## src/hw/isl_pkg.sv

```systemverilog
// Constants, register map and state codes of the two-wire slave interface.
// Assumes one system clock and a register port driven from that clock.
package isl_pkg;
   localparam logic [7:0] ADR_CTRL0 = 8'h00;
   localparam logic [7:0] ADR_CTRL1 = 8'h01;
   localparam logic [7:0] ADR_OWN = 8'h02;
   localparam logic [7:0] ADR_DATA = 8'h03;
   localparam int C0_EN = 0;
   localparam int C0_MODE = 1;
   localparam int C0_IRQ_EN = 4;
   localparam int C1_RX_ACK = 0;
   localparam int C1_TX_ACK = 1;
   localparam int C1_RW = 2;
   localparam int C1_TX_SEL = 3;
   localparam int C1_BUSY = 4;
   localparam int C1_MATCH = 5;
   localparam int C1_DONE = 6;
   localparam logic [2:0] MODE_TWO_WIRE = 3'h6;
   localparam logic [2:0] MODE_RST = 3'h0;
   localparam logic [7:0] OWN_RST = 8'h00;
   localparam logic [7:0] DATA_RST = 8'h00;
   localparam logic [2:0] BIT_LAST = 3'h7;
   typedef enum logic [2:0] {
      ST_IDLE = 3'b000,
      ST_ADDR = 3'b001,
      ST_ADDR_ACK = 3'b010,
      ST_RX = 3'b011,
      ST_RX_ACK = 3'b100,
      ST_TX = 3'b101,
      ST_TX_ACK = 3'b110,
      ST_WAIT_STOP = 3'b111
   } isl_state_t;
endpackage : isl_pkg

```

## src/hw/isl_sync.sv

```systemverilog
// Two-flop synchroniser for one bus line.
// Assumes the line idles high, as a pulled-up open-drain line does.
`timescale 1ns/1ps
`default_nettype none
module isl_sync (
   input wire logic i_clk_sys,
   input wire logic i_rstn,
   input wire logic i_d,
   output logic o_q
);
   logic meta;

   always_ff @(posedge i_clk_sys or negedge i_rstn) begin
      if (!i_rstn) begin
         meta <= 1'b1;
         o_q <= 1'b1;
      end else begin
         meta <= i_d;
         o_q <= meta;
      end
   end
endmodule : isl_sync
`default_nettype wire

```

## src/hw/isl_cond_det.sv

```systemverilog
// Finds clock edges and START and STOP conditions on the synchronised lines.
// Assumes both inputs already passed a synchroniser.
`timescale 1ns/1ps
`default_nettype none
module isl_cond_det (
   input wire logic i_clk_sys,
   input wire logic i_rstn,
   input wire logic i_scl,
   input wire logic i_sda,
   output logic o_scl_rise,
   output logic o_scl_fall,
   output logic o_start,
   output logic o_stop
);
   logic scl_d;
   logic sda_d;

   always_ff @(posedge i_clk_sys or negedge i_rstn) begin
      if (!i_rstn) begin
         scl_d <= 1'b1;
         sda_d <= 1'b1;
      end else begin
         scl_d <= i_scl;
         sda_d <= i_sda;
      end
   end

   assign o_scl_rise = i_scl & ~scl_d;
   assign o_scl_fall = ~i_scl & scl_d;
   assign o_start = i_scl & scl_d & sda_d & ~i_sda;
   assign o_stop = i_scl & scl_d & ~sda_d & i_sda;
endmodule : isl_cond_det
`default_nettype wire

```

## src/hw/isl_slave.sv

```systemverilog
// Two-wire bus slave with own-address match, clock holding and byte shifting.
// Assumes open-drain lines with pull-ups outside and a register port on i_clk_sys.
`timescale 1ns/1ps
`default_nettype none
module isl_slave
   import isl_pkg::*;
(
   input wire logic i_clk_sys,
   input wire logic i_rstn,
   input wire logic [7:0] i_addr,
   input wire logic [7:0] i_wdata,
   input wire logic i_wr,
   input wire logic i_rd,
   output logic [7:0] o_rdata,
   input wire logic i_scl,
   output logic o_scl_o,
   output logic o_scl_oe,
   input wire logic i_sda,
   output logic o_sda_o,
   output logic o_sda_oe,
   output logic o_irq
);
   function automatic logic hit(input logic [7:0] a, input logic [7:0] off);
      return a == off;
   endfunction : hit

   logic scl_s;
   logic sda_s;
   logic scl_rise;
   logic scl_fall;
   logic start_p;
   logic stop_p;
   logic iface_enable;
   logic [2:0] iface_mode_select;
   logic iface_irq_enable;
   logic tx_ack_bit;
   logic tx_rx_select;
   logic [7:0] own_slave_address;
   logic [7:0] serial_data_reg;
   logic rx_ack_flag;
   logic master_rw_bit;
   logic bus_busy_flag;
   logic addr_match_flag;
   logic xfer_done_flag;
   isl_state_t state;
   logic [2:0] cnt;
   logic [7:0] shreg;
   logic ack_on;
   logic stretch;
   logic sda_oe;
   logic irq;
   logic active;
   logic adr_hit;
   logic wr_data;
   logic rd_data;
   logic [7:0] next_rdata;

   isl_sync u_sync_scl (
      .i_clk_sys(i_clk_sys),
      .i_rstn(i_rstn),
      .i_d(i_scl),
      .o_q(scl_s)
   );

   isl_sync u_sync_sda (
      .i_clk_sys(i_clk_sys),
      .i_rstn(i_rstn),
      .i_d(i_sda),
      .o_q(sda_s)
   );

   isl_cond_det u_det (
      .i_clk_sys(i_clk_sys),
      .i_rstn(i_rstn),
      .i_scl(scl_s),
      .i_sda(sda_s),
      .o_scl_rise(scl_rise),
      .o_scl_fall(scl_fall),
      .o_start(start_p),
      .o_stop(stop_p)
   );

   assign active = iface_enable && (iface_mode_select == MODE_TWO_WIRE);
   assign adr_hit = shreg[6:0] == own_slave_address[7:1];
   assign wr_data = i_wr && hit(i_addr, ADR_DATA);
   assign rd_data = i_rd && hit(i_addr, ADR_DATA);

   // Software-written configuration.
   always_ff @(posedge i_clk_sys or negedge i_rstn) begin
      if (!i_rstn) begin
         iface_enable <= 1'b0;
         iface_mode_select <= MODE_RST;
         iface_irq_enable <= 1'b0;
         tx_ack_bit <= 1'b0;
         tx_rx_select <= 1'b0;
         own_slave_address <= OWN_RST;
      end else if (i_wr) begin
         if (hit(i_addr, ADR_CTRL0)) begin
            iface_enable <= i_wdata[C0_EN];
            iface_mode_select <= i_wdata[C0_MODE +: 3];
            iface_irq_enable <= i_wdata[C0_IRQ_EN];
         end
         if (hit(i_addr, ADR_CTRL1)) begin
            tx_ack_bit <= i_wdata[C1_TX_ACK];
            tx_rx_select <= i_wdata[C1_TX_SEL];
         end
         if (hit(i_addr, ADR_OWN)) begin
            own_slave_address <= i_wdata;
         end
      end
   end

   // Read mux; data stands one cycle after the strobe.
   always_comb begin
      next_rdata = 8'h00;
      if (i_rd) begin
         if (hit(i_addr, ADR_CTRL0)) begin
            next_rdata[C0_EN] = iface_enable;
            next_rdata[C0_MODE +: 3] = iface_mode_select;
            next_rdata[C0_IRQ_EN] = iface_irq_enable;
         end else if (hit(i_addr, ADR_CTRL1)) begin
            next_rdata[C1_RX_ACK] = rx_ack_flag;
            next_rdata[C1_TX_ACK] = tx_ack_bit;
            next_rdata[C1_RW] = master_rw_bit;
            next_rdata[C1_TX_SEL] = tx_rx_select;
            next_rdata[C1_BUSY] = bus_busy_flag;
            next_rdata[C1_MATCH] = addr_match_flag;
            next_rdata[C1_DONE] = xfer_done_flag;
         end else if (hit(i_addr, ADR_OWN)) begin
            next_rdata = own_slave_address;
         end else if (hit(i_addr, ADR_DATA)) begin
            next_rdata = serial_data_reg;
         end
      end
   end

   always_ff @(posedge i_clk_sys or negedge i_rstn) begin
      if (!i_rstn) begin
         o_rdata <= 8'h00;
      end else begin
         o_rdata <= next_rdata;
      end
   end

   // Bus protocol engine.
   always_ff @(posedge i_clk_sys or negedge i_rstn) begin
      if (!i_rstn) begin
         state <= ST_IDLE;
         cnt <= 3'h0;
         shreg <= 8'h00;
         ack_on <= 1'b0;
         stretch <= 1'b0;
         sda_oe <= 1'b0;
         irq <= 1'b0;
         rx_ack_flag <= 1'b0;
         master_rw_bit <= 1'b0;
         bus_busy_flag <= 1'b0;
         addr_match_flag <= 1'b0;
         xfer_done_flag <= 1'b0;
         serial_data_reg <= DATA_RST;
      end else begin
         irq <= 1'b0;
         if (wr_data) begin
            serial_data_reg <= i_wdata;
         end
         if (!active) begin
            state <= ST_IDLE;
            sda_oe <= 1'b0;
            stretch <= 1'b0;
            bus_busy_flag <= 1'b0;
            ack_on <= 1'b0;
         end else if (start_p) begin
            state <= ST_ADDR;
            cnt <= 3'h0;
            bus_busy_flag <= 1'b1;
            sda_oe <= 1'b0;
            stretch <= 1'b0;
            xfer_done_flag <= 1'b0;
         end else if (stop_p) begin
            state <= ST_IDLE;
            bus_busy_flag <= 1'b0;
            sda_oe <= 1'b0;
            stretch <= 1'b0;
         end else begin
            case (state)
               ST_ADDR: begin
                  if (scl_rise) begin
                     shreg <= {shreg[6:0], sda_s};
                     cnt <= cnt + 3'h1;
                     if (cnt == BIT_LAST) begin
                        addr_match_flag <= adr_hit;
                        if (adr_hit) begin
                           master_rw_bit <= sda_s;
                           irq <= iface_irq_enable;
                           ack_on <= 1'b0;
                           state <= ST_ADDR_ACK;
                        end else begin
                           state <= ST_WAIT_STOP;
                        end
                     end
                  end
               end
               ST_ADDR_ACK: begin
                  if (scl_fall) begin
                     if (!ack_on) begin
                        sda_oe <= 1'b1;
                        ack_on <= 1'b1;
                     end else begin
                        sda_oe <= 1'b0;
                        stretch <= 1'b1;
                        cnt <= 3'h0;
                        state <= master_rw_bit ? ST_TX : ST_RX;
                     end
                  end
               end
               ST_TX: begin
                  if (stretch) begin
                     if (wr_data) begin
                        shreg <= i_wdata;
                        sda_oe <= ~i_wdata[7];
                        stretch <= 1'b0;
                        addr_match_flag <= 1'b0;
                        xfer_done_flag <= 1'b0;
                     end
                  end else if (scl_fall) begin
                     if (cnt == BIT_LAST) begin
                        sda_oe <= 1'b0;
                        ack_on <= 1'b0;
                        state <= ST_TX_ACK;
                     end else begin
                        cnt <= cnt + 3'h1;
                        shreg <= {shreg[6:0], 1'b0};
                        sda_oe <= ~shreg[6];
                     end
                  end
               end
               ST_TX_ACK: begin
                  if (scl_rise && !ack_on) begin
                     rx_ack_flag <= sda_s;
                     xfer_done_flag <= 1'b1;
                     irq <= iface_irq_enable;
                     ack_on <= 1'b1;
                  end else if (scl_fall && ack_on) begin
                     if (rx_ack_flag) begin
                        state <= ST_WAIT_STOP;
                     end else begin
                        stretch <= 1'b1;
                        cnt <= 3'h0;
                        state <= ST_TX;
                     end
                  end
               end
               ST_RX: begin
                  if (stretch) begin
                     if (rd_data) begin
                        stretch <= 1'b0;
                        addr_match_flag <= 1'b0;
                        xfer_done_flag <= 1'b0;
                     end
                  end else if (scl_rise) begin
                     shreg <= {shreg[6:0], sda_s};
                     cnt <= cnt + 3'h1;
                     if (cnt == BIT_LAST) begin
                        serial_data_reg <= {shreg[6:0], sda_s};
                        xfer_done_flag <= 1'b1;
                        irq <= iface_irq_enable;
                        ack_on <= 1'b0;
                        state <= ST_RX_ACK;
                     end
                  end
               end
               ST_RX_ACK: begin
                  if (scl_fall) begin
                     if (!ack_on) begin
                        sda_oe <= ~tx_ack_bit;
                        ack_on <= 1'b1;
                     end else begin
                        sda_oe <= 1'b0;
                        stretch <= 1'b1;
                        cnt <= 3'h0;
                        state <= ST_RX;
                     end
                  end
               end
               default: begin
               end
            endcase
         end
      end
   end

   // Lines are open drain: the pins only ever pull low.
   assign o_scl_o = 1'b0;
   assign o_sda_o = 1'b0;
   assign o_scl_oe = stretch;
   assign o_sda_oe = sda_oe;
   assign o_irq = irq;
endmodule : isl_slave
`default_nettype wire

```

## config.mk

```make
export PLATFORM = sky130hd
export DESIGN_NAME = isl_slave
export DESIGN_NICKNAME = d
export VERILOG_FILES = /design/src/hw/isl_pkg.sv /design/src/hw/isl_sync.sv /design/src/hw/isl_cond_det.sv /design/src/hw/isl_slave.sv
export SDC_FILE = /design/constraint.sdc
export NUM_CORES = 1
export LEC_CHECK = 0
export BUFFER_PORTS_ARGS = -buffer_cell sky130_fd_sc_hd__buf_2
export CORE_UTILIZATION = 40
export DETAILED_ROUTE_END_ITERATION = 6
export SLEW_MARGIN = 20
export SYNTH_ARGS = -nofsm -noshare
export SYNTH_HDL_FRONTEND = slang
export SYNTH_HIERARCHICAL = 1
export SYNTH_SLANG_ARGS = --single-unit
```

## constraint.sdc

```tcl
create_clock -name i_clk_sys -period 2 [get_ports i_clk_sys]
set_input_delay 0.3 -clock i_clk_sys [delete_from_list [all_inputs] [get_ports i_clk_sys]]
set_output_delay 0.3 -clock i_clk_sys [all_outputs]
set_load 0.05 [all_outputs]
```

==> impl_metrics.py <==
metrics = {
    "placement": {
        "post-place-ws_ps": -3.63,
        "numPortBuffers": 32,
        "dp_hpwl_um": 6670,
        "placed_cells": 490,
        "gp_congestion": 0.957,
    },
    "finish": {
        "fillers": 794,
        "layout.area.seq_mm2": 0.00149,
        "diodes": 0,
        "multi_input_area_mm2": 0.00189,
        "area.growth.synth_to_final_pct": 23.2,
        "stdcell_count": 508,
        "layout_common_cells": "dfrtp_1, buf_4, buf_2",
        "drive_gt1_share_pct": 36.5,
        "fin_nets": 422,
        "layout_commonest_cell": "dfrtp_1",
    },
    "route": {
        "maxUsedRoutingLayer": "met4",
        "wl_met1_um": 4250,
        "antenna_left": 0,
        "dr.first_iter.drc_count": 158,
        "wl_met3_um": 403,
        "vias": 2853,
        "routedWlPerCell_um": 17.7,
        "met2_length_um": 4180,
        "viasPerCell": 5.62,
        "detail_route.wirelength_um": 8970,
        "drc": 0,
        "drtPass1Iterations": 4,
    },
    "timing": {
        "timing.setup.tns_ps": 0,
        "fmax_mhz": 508,
        "finalMaxSlewViolations": 0,
        "clock_skew_ps": 6.94,
        "fin_crit_sh_pct": 98.4,
        "hold_viol": 0,
        "setup_slack_ps": 32.1,
        "setup_viol": 0,
        "fin_crit_ps": 1970,
        "rsz0062_at_grt": "yes",
    },
    "setup_path": {
        "cp_max_fo": 5,
        "path_class": "register to register",
        "cp.arrival_ps": 2230,
        "critPathLaunchType": "register",
        "cp-end-kind": "register",
        "cp_data_required_time_ps": 2260,
    },
    "cts": {
        "cts.sinks": 59,
        "cts_max_level": 3,
        "clockBufferDepth": 2,
        "cts_tree": "yes",
        "clkTransAtPathRegs_ps": 70,
        "numCtsBuffers": 9,
        "cts_root_buf": "clkbuf_8",
        "clk-insertion-delay-late_ps": 340,
    },
    "synth": {
        "yosys_warnings": 6,
        "synth_async_sr_flop_share_pct": 100,
        "synth_ff_type": "dfrtp_1",
        "synthDistinctLibCells": 65,
        "synth_edf_count": 0,
        "synthCells": 333,
        "syn_area_mm2": 0.00346,
        "synth-seq-cells": 59,
        "yosysSeqAreaShare_pct": 42.8,
        "syn_area_per_cell_um2": 10.4,
    },
    "power_and_ir_drop": {
        "p_leak_nw": 1.93,
        "internal_power_mw": 2.00,
        "vdd_ir_drop_max_v": 0.000381,
        "seq_power_share_pct": 47.7,
        "p_sw_share_pct": 23.9,
        "pwr-share-comb_pct": 8.3,
        "pwr-share-clk_pct": 43.9,
        "power.density_mw_per_mm2": 615,
        "switchingPower_uw": 626,
    },
    "floorplanning": {
        "initial_core_util_pct": 41.7,
        "io_pins": 35,
        "die_width_um": 95.1,
        "die_area_mm2": 0.00903,
        "die_h_um": 95.1,
        "rows": 33,
        "core_mm2": 0.00830,
    },
    "global_routing": {
        "grt_pass1_vias": 2738,
        "track_usage_pct": 21.5,
        "grt_overflow_total": 0,
        "antenna_found_initial": 0,
        "grt_max_degree": 46,
        "grt_first_pass_wirelength_um": 14600,
    },
    "run_status": {
        "outcome": "finished clean",
    },
    "run": {
        "drv_cap": 0,
    },
    "hold_path": {
        "hp-class": "input pin to register",
    },
}
-- per-layer routing --
layer	up-vias	track usage (%)
li1	1357	-
met1	1409	29.9
met2	74	34.1
met3	13	3.59
met4	0	6.94
met5	-	0
-- worst max-delay path, stage by stage (launching register included) --
cell,delay (ps)
dfstp_2,580
and4b_2,300
and4bb_2,280
a221o_1,300
a211oi_2,190
a21oi_1,90
a31oi_1,140
-- synthesized netlist by cell type (all sizes together), types with 8 or more instances --
cell	number	area share, %
a21oi	22	3.6
buf	16	2.9
dfrtp	53	38
inv	8	0.87
mux2	23	7.7
mux2i	14	4.0
nand2	26	2.8
nand2b	11	2.0
nor2	18	2.0
nor3	8	1.3
o21ai	16	2.3
-- area by class of cell --
type                    count  share of cell area, %
clock buffers              12                   3.87
inverters                   8                  0.704
clock inverters             4                   1.11
repair buffers             74                   12.2
well taps                 105                   3.08
flip-flops and latches     59                   34.8
multi-input cells         246                   44.2
-- path summary, 6_finish.rpt --
kind / endpoint / startpoint / cells after the start / slack [ps]
min in group asynchronous: o_rdata[3] / i_rstn / 2 / 410
worst max register to register: xfer_done_flag / u_sync_scl/o_q / 6 / 30
worst max-delay path: xfer_done_flag / u_sync_scl/o_q / 6 / 30
worst min register to register: u_sync_scl/o_q / u_sync_scl/meta / 0 / 360
max in group asynchronous: u_sync_scl/meta / i_rstn / 3 / 960
worst min-delay path: u_sync_scl/meta / i_scl / 1 / 60
-- what timing repair did --
item,CTS,global route
pin swaps,1,5
cloned,0,0
hold buffers,1,0
setup endpoints to repair,1,26
gates resized for setup,0,16
endpoints found under the hold margin,14,0
buffers inserted,0,1
-- cells by family after synthesis --
logic type	synth area share (%)
simple gates	17.8
compound gates	17.0
flops	42.8
mux	15.0
buf+inv	4.26
xor+xnor	2.28
fa+ha+maj	0.722
other cells	0.108
-- per-stage QoR --
step                      hold slack (ps)  power (mW)  cell area (µm²)  utilization [%]
after floorplan                      4.41        1.38             3470                -
after global placement                236        1.48             3980             48.0
after detailed placement              246        1.49             3980             48.0
after CTS                            49.2        2.64             4200             50.6
after global routing                 45.0        2.72             4270             51.4
final                                63.3        2.62             4270             51.4
-- power groups by stage --
stage / Sequential, mW / Clock, mW / Combinational, mW
3_3_place_gp: 1.27 / 0 / 0.209
6_report: 1.25 / 1.15 / 0.219
3_5_place_dp: 1.27 / 0 / 0.214
4_1_cts: 1.25 / 1.18 / 0.217
2_1_floorplan: 1.26 / 0 / 0.114
5_1_grt: 1.25 / 1.23 / 0.240
No activity file was read; power rests on OpenSTA's default activity.
